## config.mk

```make
export PLATFORM = sky130hd
export DESIGN_NAME = tap_controller
export DESIGN_NICKNAME = d
export VERILOG_FILES = /design/src/design/tap_pkg.sv /design/src/design/tap_controller.sv
export SDC_FILE = /design/constraint.sdc
export NUM_CORES = 1
export LEC_CHECK = 0
export BUFFER_PORTS_ARGS = -buffer_cell sky130_fd_sc_hd__clkbuf_2
export CORE_ASPECT_RATIO = 0.9
export CORE_MARGIN = 1.5
export CORE_UTILIZATION = 30
export DETAILED_ROUTE_END_ITERATION = 10
export GPL_ROUTABILITY_DRIVEN = 0
export GPL_TIMING_DRIVEN = 0
export SLEW_MARGIN = 20
export SYNTH_ARGS = -nofsm -noshare
export SYNTH_HDL_FRONTEND = slang
export SYNTH_SLANG_ARGS = --single-unit
```

## constraint.sdc

```tcl
create_clock -name clk -period 2.2 [get_ports clk]
set_input_delay 0.11 -clock clk [delete_from_list [all_inputs] [get_ports clk]]
set_output_delay 0.11 -clock clk [all_outputs]
set_load 0.02 [all_outputs]
```

## src/design/tap_pkg.sv

```systemverilog
/*
 * Constants, state encoding and carrier types for the boundary-scan
 * test access port. Assumes the test clock is sampled by a faster
 * system clock; no software-visible registers exist.
 */
// What this block does
// - next state from mode-select at clock rise
// - sample on rise, drive outputs on fall
// - sixteen states, six stable, ten transient
// - power-up enters reset state, normal function
// - mode-select high reaches reset within five
// - reset loads instruction 10000001 (identification)
// - reset sets boundary bits 47-44 to one
// - select states idle, leave next cycle
// - capture-dr loads selected register on exit
// - shift-dr drives serial out on fall
// - shift once per cycle, not on entry
// - 8-bit instruction, 48/1/32-bit data registers
// - only one register in serial path
// - test instruction inhibits normal function
// - exit1 states float serial out on fall
// - capture-ir loads fixed 10000001 status
// - update states latch on falling edge
package tap_pkg;
    localparam int IR_W  = 8;
    localparam int BSR_W = 48;
    localparam int ID_W  = 32;
    localparam logic [IR_W-1:0] IR_RESET   = 8'h81;
    localparam logic [IR_W-1:0] IR_CAPTURE = 8'h81;
    localparam logic [IR_W-1:0] OP_EXTEST  = 8'h00;
    localparam logic [IR_W-1:0] OP_SAMPLE  = 8'h82;
    localparam logic [IR_W-1:0] OP_IDCODE  = 8'h81;
    localparam logic [IR_W-1:0] OP_BYPASS  = 8'hff;
    localparam logic [IR_W-1:0] OP_HIGHZ   = 8'h86;
    localparam logic [IR_W-1:0] OP_CLAMP   = 8'h87;
    localparam int OE_LO = 44;                 // output-enable cells 47..44
    localparam int OE_HI = 47;
    localparam logic [3:0] OE_RESET = 4'hf;

    typedef enum logic [3:0] {
        TLR  = 4'h0, RTI  = 4'h1, SDRS = 4'h2, CDR  = 4'h3,
        SHDR = 4'h4, E1DR = 4'h5, PDR  = 4'h6, E2DR = 4'h7,
        UDR  = 4'h8, SIRS = 4'h9, CIR  = 4'ha, SHIR = 4'hb,
        E1IR = 4'hc, PIR  = 4'hd, E2IR = 4'he, UIR  = 4'hf
    } tap_state_t;

    typedef struct packed {
        logic tck;
        logic tms;
        logic tdi;
    } scan_in_t;

    typedef struct packed {
        logic tdoOut;
        logic tdoOe_n;
    } scan_out_t;
endpackage : tap_pkg

```

## src/design/tap_controller.sv

```systemverilog
/*
 * Boundary-scan test access port: controller, instruction register,
 * boundary, bypass and identification registers. Assumes scan pins are
 * asynchronous to clk and the test clock is far slower than clk.
 */
`timescale 1ns/1ns
module tap_controller
    import tap_pkg::*;
#(
    parameter logic [ID_W-1:0] ID_VALUE = 32'h0000_0001  // arbitrary value
) (
    input  wire logic             clk,
    input  wire logic             rst_n,
    input  wire scan_in_t         scanIn,
    output scan_out_t             scanOut,
    input  wire logic [BSR_W-1:0] pinSample,
    output logic      [BSR_W-1:0] pinDrive,
    output logic                  testMode,
    output logic                  outFloat,
    output tap_state_t            tapState
);
    // two-stage synchronisers for the scan pins
    scan_in_t syncA_ff, syncB_ff, nxt_syncA, nxt_syncB;
    logic     tckPrev_ff, nxt_tckPrev;
    logic     rise, fall;

    always_comb begin
        nxt_syncA   = scanIn;
        nxt_syncB   = syncA_ff;
        nxt_tckPrev = syncB_ff.tck;
    end

    always_ff @(posedge clk) begin
        if (!rst_n) begin
            syncA_ff   <= '{tck: 1'b0, tms: 1'b1, tdi: 1'b1};
            syncB_ff   <= '{tck: 1'b0, tms: 1'b1, tdi: 1'b1};
            tckPrev_ff <= 1'b0;
        end else begin
            syncA_ff   <= nxt_syncA;
            syncB_ff   <= nxt_syncB;
            tckPrev_ff <= nxt_tckPrev;
        end
    end

    // edges of test clock found on the second stage only
    assign rise = syncB_ff.tck & ~tckPrev_ff;
    assign fall = ~syncB_ff.tck & tckPrev_ff;

    // controller state
    tap_state_t state_ff, nxt_state;
    always_comb begin
        nxt_state = state_ff;
        if (rise) begin
            case (state_ff)
                TLR:  nxt_state = syncB_ff.tms ? TLR  : RTI;
                RTI:  nxt_state = syncB_ff.tms ? SDRS : RTI;
                SDRS: nxt_state = syncB_ff.tms ? SIRS : CDR;
                CDR:  nxt_state = syncB_ff.tms ? E1DR : SHDR;
                SHDR: nxt_state = syncB_ff.tms ? E1DR : SHDR;
                E1DR: nxt_state = syncB_ff.tms ? UDR  : PDR;
                PDR:  nxt_state = syncB_ff.tms ? E2DR : PDR;
                E2DR: nxt_state = syncB_ff.tms ? UDR  : SHDR;
                UDR:  nxt_state = syncB_ff.tms ? SDRS : RTI;
                SIRS: nxt_state = syncB_ff.tms ? TLR  : CIR;
                CIR:  nxt_state = syncB_ff.tms ? E1IR : SHIR;
                SHIR: nxt_state = syncB_ff.tms ? E1IR : SHIR;
                E1IR: nxt_state = syncB_ff.tms ? UIR  : PIR;
                PIR:  nxt_state = syncB_ff.tms ? E2IR : PIR;
                E2IR: nxt_state = syncB_ff.tms ? UIR  : SHIR;
                UIR:  nxt_state = syncB_ff.tms ? SDRS : RTI;
                default: nxt_state = TLR;
            endcase
        end
    end

    always_ff @(posedge clk) begin
        if (!rst_n) begin
            state_ff <= TLR;
        end else begin
            state_ff <= nxt_state;
        end
    end

    // scan registers: shift stages and shadow instruction
    logic [IR_W-1:0]  irShift_ff, nxt_irShift, ir_ff, nxt_ir;
    logic [BSR_W-1:0] bsrShift_ff, nxt_bsrShift, bsrHold_ff, nxt_bsrHold;
    logic [ID_W-1:0]  idShift_ff, nxt_idShift;
    logic             byp_ff, nxt_byp;
    logic             selBsr, selId;
    logic             tdoOut_ff, nxt_tdoOut, tdoOe_n_ff, nxt_tdoOe_n;
    logic             serialOut;

    // data register chosen by the current instruction
    always_comb begin
        // clamp holds the pins from the shadow stage, so bypass is in path
        selBsr = (ir_ff == OP_EXTEST) || (ir_ff == OP_SAMPLE);
        selId  = (ir_ff == OP_IDCODE);
    end

    // one register only in the serial path
    always_comb begin
        if (state_ff == SHIR) begin
            serialOut = irShift_ff[0];
        end else if (selBsr) begin
            serialOut = bsrShift_ff[0];
        end else if (selId) begin
            serialOut = idShift_ff[0];
        end else begin
            serialOut = byp_ff;
        end
    end

    // capture, shift and update on controller activity
    always_comb begin
        nxt_irShift  = irShift_ff;
        nxt_ir       = ir_ff;
        nxt_bsrShift = bsrShift_ff;
        nxt_bsrHold  = bsrHold_ff;
        nxt_idShift  = idShift_ff;
        nxt_byp      = byp_ff;
        nxt_tdoOut   = tdoOut_ff;
        nxt_tdoOe_n  = tdoOe_n_ff;
        if (state_ff == TLR) begin
            nxt_ir                  = IR_RESET;
            nxt_irShift             = IR_RESET;
            nxt_bsrHold[OE_HI:OE_LO] = OE_RESET;
            nxt_bsrShift[OE_HI:OE_LO] = OE_RESET;
        end
        if (rise) begin
            case (state_ff)
                CIR:  nxt_irShift = IR_CAPTURE;
                SHIR: nxt_irShift = {syncB_ff.tdi, irShift_ff[IR_W-1:1]};
                CDR: begin
                    if (selBsr) begin
                        nxt_bsrShift = pinSample;
                    end else if (selId) begin
                        nxt_idShift = ID_VALUE;
                    end else begin
                        nxt_byp = 1'b0;
                    end
                end
                SHDR: begin
                    if (selBsr) begin
                        nxt_bsrShift = {syncB_ff.tdi,
                                        bsrShift_ff[BSR_W-1:1]};
                    end else if (selId) begin
                        nxt_idShift = {syncB_ff.tdi, idShift_ff[ID_W-1:1]};
                    end else begin
                        nxt_byp = syncB_ff.tdi;
                    end
                end
                default: ;
            endcase
        end
        if (fall) begin
            case (state_ff)
                SHDR, SHIR: begin
                    nxt_tdoOut  = serialOut;
                    nxt_tdoOe_n = 1'b0;
                end
                UIR: nxt_ir = irShift_ff;
                UDR: begin
                    if (selBsr) begin
                        nxt_bsrHold = bsrShift_ff;
                    end
                end
                default: nxt_tdoOe_n = 1'b1;
            endcase
        end
    end

    always_ff @(posedge clk) begin
        if (!rst_n) begin
            irShift_ff  <= IR_RESET;
            ir_ff       <= IR_RESET;
            bsrShift_ff <= {OE_RESET, {(BSR_W-4){1'b0}}};
            bsrHold_ff  <= {OE_RESET, {(BSR_W-4){1'b0}}};
            idShift_ff  <= '0;
            byp_ff      <= 1'b0;
            tdoOut_ff   <= 1'b0;
            tdoOe_n_ff  <= 1'b1;
        end else begin
            irShift_ff  <= nxt_irShift;
            ir_ff       <= nxt_ir;
            bsrShift_ff <= nxt_bsrShift;
            bsrHold_ff  <= nxt_bsrHold;
            idShift_ff  <= nxt_idShift;
            byp_ff      <= nxt_byp;
            tdoOut_ff   <= nxt_tdoOut;
            tdoOe_n_ff  <= nxt_tdoOe_n;
        end
    end

    // test mode takes the pins away from the transceiver
    always_comb begin
        testMode = (ir_ff == OP_EXTEST) || (ir_ff == OP_HIGHZ) ||
                   (ir_ff == OP_CLAMP);
        outFloat = (ir_ff == OP_HIGHZ);
        pinDrive = bsrHold_ff;
        scanOut.tdoOut  = tdoOut_ff;
        scanOut.tdoOe_n = tdoOe_n_ff;
        tapState = state_ff;
    end
endmodule : tap_controller

```

* Yosys cells after proc, flatten, opt, wreduce, memory -nomap -nowiden *
Cells that the tools add are included.

word-level totals
  memories = 0
  bits in read-only memories = 0
  output and inout bits = 56
  RAM bits = 0
  word-level logic and storage cells = 109
  input port bits = 53
  bits in registers = 158
  bits in latches = 0

cells by class
  reduce and logical (&&, ||, !) cells = 17
  order comparisons = 0
  equality and inequality tests = 27
  bitwise gates (word level) = 5
  mux-type cells = 42
  shift-type cells = 0
  add/subtract/negate cells = 0
  divide/modulo/power cells = 0
  multipliers = 0

operators with widths
  cell                                                              number
  48-bit two-way mux                                                6
  32-bit two-way mux                                                4
  48-bit case mux with 2 select lines                               1
  32-bit case mux with 2 select lines                               1
  4-bit case mux with 12 select lines                               1
  8-bit two-way mux                                                 5
  4-bit == test (second input constant)                             8
  8-bit == test (second input constant)                             4
  4-bit two-way mux                                                 6
  4-bit by 3-bit == test with 1-bit output (second input constant)  4
  2-bit != test (second input constant)                             8
  8-bit case mux with 2 select lines                                1
  6-bit AND reduction                                               2
  1-bit two-way mux                                                 10
  4-bit by 2-bit == test with 1-bit output (second input constant)  2
  8-bit logical NOT                                                 1
  2-bit OR reduction                                                4
  2-bit two-way mux                                                 3
  3-bit two-way mux                                                 2
  4-bit by 1-bit == test with 1-bit output (second input constant)  1
  4-bit logical NOT                                                 1
  1-bit case mux with 2 select lines                                2
  2-bit AND reduction                                               2
  4-bit AND reduction                                               1
  other kinds (6)                                                   11

* Longest topological paths before layout *
Gate-level depths: netlist (run 1).

  word-level depth = 5
  mapped depth = 7

* Worst setup path before layout (run 1) *
Ideal clock, no wire load.

  path kind = register -> register
  start point = register ir_ff[6]
  end point = register bsrHold_ff[36], in the netlist pinDrive[36]
  setup slack = 0.202 ns
  clock period less this slack = 1.998 ns
  stages on the path, launching flop included = 7
  path buffers = 2
  data arrival time = 1.865 ns
  required time = 2.068 ns
  setup time = 0.132 ns
  cell sequence = dfxtp_1 or4_4 or4_1 clkbuf_1 clkbuf_1 o21ai_0 a21oi_1

on the way
  word-level cells in the longest chain between the ends = 3
  elaborated cells between the ends (all ways) = 4
  those cells by class = eq/ne (1); reduce/logical (3)

ends and longest elaborated chain
  element                                                    RTL line               text
  start: declaration                                         tap_controller.sv:85   logic [IR_W-1:0] irShift_ff, nxt_irShift, ir_ff, nxt_ir;
  start signal: assignment                                   tap_controller.sv:184  ir_ff <= nxt_ir;
  8-bit == test / 8-bit logical NOT (equally long branches)  tap_controller.sv:96   selBsr = (ir_ff == OP_EXTEST) || (ir_ff == OP_SAMPLE);
  1-bit logical OR (*)                                       tap_controller.sv:96
  3-bit AND reduction (no source line) (*)                   --
  end signal: assignment                                     tap_controller.sv:177  bsrHold_ff <= {OE_RESET, {(BSR_W-4){1'b0}}};
  end signal: assignment                                     tap_controller.sv:186  bsrHold_ff <= nxt_bsrHold;
  end: declaration                                           tap_controller.sv:86   logic [BSR_W-1:0] bsrShift_ff, nxt_bsrShift, bsrHold_ff, nxt_bsrHold;

Mark *: on every way between the ends. The rest lies on a longest branch, timed or not.
A chain may end at the register's enable or synchronous reset.

* Worst setup path after layout (run 1) *
  start point = register ir_ff[6]
  end point = register bsrHold_ff[25], in the netlist pinDrive[25]

The elaborated chain is that of the path after synthesis.

==> flow_metrics.env, run 1 <==
export IMPL_status="completed"
export IMPL_period_minus_slack_ns=2.19
export IMPL_cp_required_ns=2.49
export IMPL_cts_tree="yes"
export IMPL_antenna_found_initial=1
export IMPL_drt_iter0_markers=475
export IMPL_row_count=51
export IMPL_yosysUniqueCellTypes=56
export IMPL_postSynth_asyncResetShare_pct=0
export IMPL_maxCapViolCount=0
export IMPL_clkTransAtPathRegs_ns=0.06
export IMPL_synth_top_area_cell="dfxtp_1"
export IMPL_gr_total_overflow=0
export IMPL_total_power_w=0.00603
export IMPL_cts_root_buf="clkbuf_16"
export IMPL_die_h_um=145
export IMPL_path_class="register to register"
export IMPL_die_area_um2=23400
export IMPL_wl_um=20600
export IMPL_drc_errors=0
export IMPL_via_count=6603
export IMPL_synth_compound_area_share_pct=27.8
export IMPL_synthAdderAreaFrac_pct=0
export IMPL_placed_cells=1198
export IMPL_cpPeakStageDelay_ns=0.65
export IMPL_diodes=0
export IMPL_synthToLayoutAreaGrowth_pct=24.9
export IMPL_finalHoldViolCount=0
export IMPL_tightest_slew_ns=0.717
export IMPL_synth_simple_gate_area_share_pct=19.3
export IMPL_synth_area_um2=6760
export IMPL_leakagePower_nw=3.25
export IMPL_avgRoutedWirePerCell_um=16.8
export IMPL_synth_top_family_by_area="compound AO/OA/AOI/OAI gates"
export IMPL_period_share_pct=99.5
export IMPL_detailedPlacementHpwl_um=14700
export IMPL_slew_violations=0
export IMPL_die_w_um=161
export IMPL_seq_area_frac_synth_pct=46.8
export IMPL_io_buffers=107
export IMPL_path_cells="or4_4 -> or4_4 -> buf_2 -> o21ai_0 -> a21oi_1"
export IMPL_postRouteAntennaNets=0
export IMPL_max_freq_mhz=457
export IMPL_grt_pass1_wl_um=33300
export IMPL_dr_pass1_iters=5
export IMPL_fin_worst_skew_ns=0.00449
export IMPL_final_cells=1232
export IMPL_setup_viol_count_final=0
export IMPL_via_per_inst=5.36
export IMPL_drive_gt1_share_pct=21.5
export IMPL_synth_avg_cell_area_um2=8.45
export IMPL_cts_num_sinks=158
export IMPL_cts_made_buffers=17
export IMPL_synth_seq_cells=158
export IMPL_yosys_most_used_dff="dfxtp_1"
export IMPL_cp_end_kind="register"
export IMPL_muxShareOfSynthArea_pct=0.296
export IMPL_nets=984
export IMPL_synth_xor_area_share_pct=0.130
export IMPL_clk_path_buf_depth=2
export IMPL_synthesis_nets=853
export IMPL_core_area_um2=21900
export IMPL_grt_start_max_net_pins=17
export IMPL_grtUsageTotal_pct=17.7
export IMPL_powerDensity_nw_per_um2=714
export IMPL_hold_class="input pin to register"
export IMPL_grt_pass1_vias=6178
export IMPL_synth_cells=800
export IMPL_ioPinCount=109
export IMPL_floorplan_initialDensity_pct=30.9
export IMPL_max_slew_margin_pct=52.2
export IMPL_fill_cells=2283
export IMPL_multiInputGateArea_um2=3280
export IMPL_ys_top_cells_by_area="dfxtp_1 (47%), nand3_1 (9.3%), a21oi_1 (8.4%), a22oi_1 (4.9%), o211a_1 (4.1%)"
export IMPL_place_area_um2=7660
export IMPL_synth_edff_count=0
export IMPL_crit_slowest_cell="or4_4"
export IMPL_final_setup_tns_ns=0
export IMPL_final_common_cell="dfxtp_1"
export IMPL_mostFrequentLayoutCells="dfxtp_1 (157), clkbuf_2 (128), nand3_1 (125)"
export IMPL_synth_top_area_share_pct=46.8
export IMPL_cp_max_fo=10
export IMPL_fin_area_um2=8440
export IMPL_worstSetupStartpointType="register"
export IMPL_ys_warn_count=0
export IMPL_clock_latency_ns=0.42
export IMPL_crit_top_cell="or4_4"
export IMPL_rsz0062_at_grt="true"
export IMPL_h_tree_depth=4
export IMPL_cp_data_arrival_time_ns=2.48
export IMPL_irDropWorstVdd_v=0.000437
export IMPL_regArea_um2=3160
==> cell type report <==
cell class / count / area share, %
Buffer: 88 / 4.98
Clock buffer: 24 / 6.06
Clock inverter: 5 / 0.949
Inverter: 5 / 0.222
Multi-Input combinational cell: 546 / 38.8
Sequential cell: 158 / 37.5
Tap cell: 291 / 4.31
Timing Repair Buffer: 115 / 7.14
==> metrics by stage <==
step	setup WS [ns]	util, %	hold WS (ns)
6_report	0.00999	38.6	0.0419
5_1_grt	-0.0765	38.6	0.0663
4_1_cts	0.00913	38.1	0.0345
3_5_place_dp	-0.547	35.0	0.317
3_3_place_gp	-0.544	35.0	0.319
2_1_floorplan	0.202	-	0.211
==> registers in the layout, summed over array words and instances (netlist names), 2 cells and up <==
register     count
syncB_ff         2
tapState         4
pinDrive        48
bsrShift_ff     48
ir_ff            8
nxt_syncB        3
irShift_ff       8
idShift_ff      32
==> routing by layer <==
metal	up-vias	GRT usage [%]	share of wire, %
met5	-	0	0.053
met4	2	4.72	1.1
met3	26	5.41	8.9
met2	224	26.4	44
met1	3123	24.8	46
li1	3228	-	-
==> critical path, delay by kind of cell, from the launching register on <==
family	cells	cell delay (ns)
flops	1	0.33
buf+inv	1	0.22
compound gates	2	0.28
simple gates	2	1.23
==> worst paths after layout <==
path / from / endpoint / slack (ns) / cells after the start
setup / recovery: ir_ff[6] / pinDrive[25] / 0.01 / 5
hold / removal: pinSample[41] / bsrShift_ff[41] / 0.04 / 3
setup reg to reg: ir_ff[6] / pinDrive[25] / 0.01 / 5
hold reg to reg: nxt_syncB[0] / syncB_ff[0] / 0.41 / 1
==> Yosys cell counts, types with 3 or more instances <==
master	instances
o21ai_0	52
nand2_1	45
nand3_1	126
a22oi_1	44
nor3_1	8
o221ai_1	3
clkbuf_1	67
buf_1	9
nand2b_1	7
dfxtp_1	158
a32oi_1	3
a21oi_1	114
inv_1	4
nand4b_1	3
o211a_1	28
nor3b_1	4
a311oi_1	3
a211oi_1	22
nor2_1	18
nor2b_1	8
and2_1	5
or4_1	3
o21ai_1	7
or2_2	3
buf_2	13
and3_1	3
==> what timing repair did <==
| item | CTS | global route |
|---|---|---|
| pin swaps | 2 | 1 |
| buffers inserted | 5 | 0 |
| resized for setup | 14 | 71 |
| hold buffers | 3 | 0 |
| setup endpoints to repair | 130 | 134 |
| hold endpoints to repair | 3 | 0 |
==> cell families (layout without fill, tap and decap cells) <==
kind of cell,count (synthesis),count (layout)
multiplexers,2,2
flip-flops,158,158
XOR/XNOR,1,1
buffers and inverters,96,237
AND/OR/NAND/NOR,248,248
AO/OA/AOI/OAI,295,295
==> report_power, final <==
part	switching [W]	total, W	internal [W]
clock	0.00113	0.00296	0.00183
sequential	0.00000726	0.00288	0.00287
combinational	0.000123	0.000185	0.0000629
No activity file was read; power rests on OpenSTA's default activity.
==> run 2, diff against run 1 <==
--- a/config.mk
+++ b/config.mk
@@ -12,6 +12,7 @@
 export DETAILED_ROUTE_END_ITERATION = 10
 export GPL_ROUTABILITY_DRIVEN = 0
 export GPL_TIMING_DRIVEN = 0
+export RECOVER_POWER = 50
 export SLEW_MARGIN = 20
 export SYNTH_ARGS = -nofsm -noshare
 export SYNTH_HDL_FRONTEND = slang
==> run 2 against run 1 <==
  * Clock skew rose by 0.0019 ns
  * Global-route usage did not move
  * Cell area is 0.84% lower
  * Sequential power hardly changed
  * Combinational power hardly changed
  * Fmax hardly changed
  * Die area unchanged
  * Final cell count stayed put
  * Critical endpoint is now pinDrive[7]
  * Largest cell class unchanged
  * Largest power group unchanged
  * Highest routed layer unchanged
==> flow_metrics.env, run 2 (synthesis gave the netlist of run 1 again) <==
export IMPL_cp_data_arrival_time_ns=2.47
export IMPL_worstSetupStartpointType="register"
export IMPL_die_area_um2=23400
export IMPL_finalHoldViolCount=0
export IMPL_clock_latency_ns=0.42
export IMPL_max_freq_mhz=457
export IMPL_status="completed"
export IMPL_hold_class="input pin to register"
export IMPL_tightest_slew_ns=0.733
export IMPL_rsz0062_at_grt="true"
export IMPL_crit_slowest_cell="or4_4"
export IMPL_mostFrequentLayoutCells="dfxtp_1 (157), nand3_1 (125), a21oi_1 (114)"
export IMPL_final_cells=1232
export IMPL_path_cells="or4_4 -> or4_4 -> clkbuf_4 -> o21ai_0 -> a21oi_1"
export IMPL_h_tree_depth=4
export IMPL_swShare_pct=20.9
export IMPL_irDropWorstVdd_v=0.000437
export IMPL_combPwrFrac_pct=3.1
export IMPL_final_setup_tns_ns=0
export IMPL_grt_start_max_net_pins=17
export IMPL_period_minus_slack_ns=2.19
export IMPL_cp_max_fo=10
export IMPL_die_w_um=161
export IMPL_core_area_um2=21900
export IMPL_cp_num_buf_inv=1
export IMPL_crit_top_cell="or4_4"
export IMPL_cts_tree="yes"
export IMPL_fill_cells=2311
export IMPL_synthToLayoutAreaGrowth_pct=23.8
export IMPL_internal_power_w=0.00476
export IMPL_fin_area_um2=8370
export IMPL_clkTransAtPathRegs_ns=0.06
export IMPL_cts_made_buffers=17
export IMPL_placed_cells=1198
export IMPL_cp_end_kind="register"
export IMPL_drt_iter0_markers=483
export IMPL_period_share_pct=99.4
export IMPL_fin_worst_skew_ns=0.00638
export IMPL_row_count=51
export IMPL_path_class="register to register"
export IMPL_place_area_um2=7660
export IMPL_via_count=6645
export IMPL_drc_errors=0
export IMPL_powerDensity_nw_per_um2=719
export IMPL_detailedPlacementHpwl_um=14700
export IMPL_diodes=0
export IMPL_grt_pass1_vias=6178
export IMPL_dr_pass1_iters=4
export IMPL_cp_required_ns=2.48
export IMPL_clockPowerShare_pct=49.1
export IMPL_grtUsageTotal_pct=17.7
export IMPL_clk_path_buf_depth=2
export IMPL_crit_family="simple AND/OR/NAND/NOR gates"
export IMPL_postRouteAntennaNets=0
export IMPL_cts_num_sinks=158
export IMPL_wl_um=20700
export IMPL_slew_violations=0
export IMPL_via_per_inst=5.39
export IMPL_avgRoutedWirePerCell_um=16.8
export IMPL_power_switching_w=0.00126
export IMPL_floorplan_initialDensity_pct=30.9
export IMPL_ioPinCount=109
export IMPL_leakagePower_nw=3.06
export IMPL_cts_root_buf="clkbuf_16"
export IMPL_max_slew_margin_pct=51.1
export IMPL_drive_gt1_share_pct=15.6
export IMPL_cpPeakStageDelay_ns=0.65
export IMPL_die_h_um=145
export IMPL_gr_total_overflow=0
export IMPL_io_buffers=107
export IMPL_nets=984
export IMPL_grt_pass1_wl_um=33300
export IMPL_total_power_w=0.00602
export IMPL_seq_power_share_pct=47.8
export IMPL_antenna_found_initial=1
export IMPL_setup_viol_count_final=0
export IMPL_final_common_cell="dfxtp_1"
export IMPL_maxCapViolCount=0
## run 2: final timing paths
path	start	to	slack (ns)	depth (start not counted)
worst max register to register	ir_ff[6]	pinDrive[7]	0.01	5
worst min register to register	nxt_syncB[0]	syncB_ff[0]	0.41	1
worst min-delay path	pinSample[41]	bsrShift_ff[41]	0.04	3
worst max-delay path	ir_ff[6]	pinDrive[7]	0.01	5
## run 2: per-layer routing
layer  up-vias  wire (um)  track usage, %
met4         2        233            4.72
met3        24       1930            5.41
met2       223       9060            26.4
met5         -         13               0
met1      3165       9500            24.8
li1       3231          -               -
## run 2: what timing repair did
item,in CTS,in global routing
hold buffers,3,0
resized for setup,14,71
buffers inserted,5,0
pin swaps,2,1
gates cloned,0,0
endpoints found under the setup margin,130,134
endpoints found under the hold margin,3,0
## run 2: metrics by stage
| stage | hold slack [ns] | util, % | worst slack (ns) |
|---|---|---|---|
| 2_1_floorplan | 0.211 | - | 0.202 |
| 3_3_place_gp | 0.319 | 35.0 | -0.544 |
| 3_5_place_dp | 0.317 | 35.0 | -0.547 |
| 4_1_cts | 0.0345 | 38.1 | 0.00913 |
| 5_1_grt | 0.0663 | 38.2 | -0.0765 |
| 6_report | 0.0408 | 38.2 | 0.0121 |
## run 2: power by group through the flow
stage / clock, W / combinational [W] / sequential (W)
2_1_floorplan: 0 / 0.0000824 / 0.00294
3_3_place_gp: 0 / 0.000181 / 0.00294
3_5_place_dp: 0 / 0.000179 / 0.00294
4_1_cts: 0.00301 / 0.000182 / 0.00287
5_1_grt: 0.00314 / 0.000200 / 0.00287
6_report: 0.00296 / 0.000186 / 0.00288
## run 2: worst min-delay path: cells and delay by family
| kind | cells | cell delay (ns) |
|---|---|---|
| buf+inv | 1 | 0.08 |
| compound gates | 2 | 0.23 |
## run 2: cell type report
cell class	count	area (um^2)	share of cell area, %
plain buffers	88	418	4.99
clock buffers	24	512	6.11
clock inverters	5	80.1	0.957
inverters	5	18.8	0.224
multi-input cells	546	3280	39.2
flip-flops and latches	158	3160	37.8
well taps	291	364	4.35
repair buffers	115	534	6.38
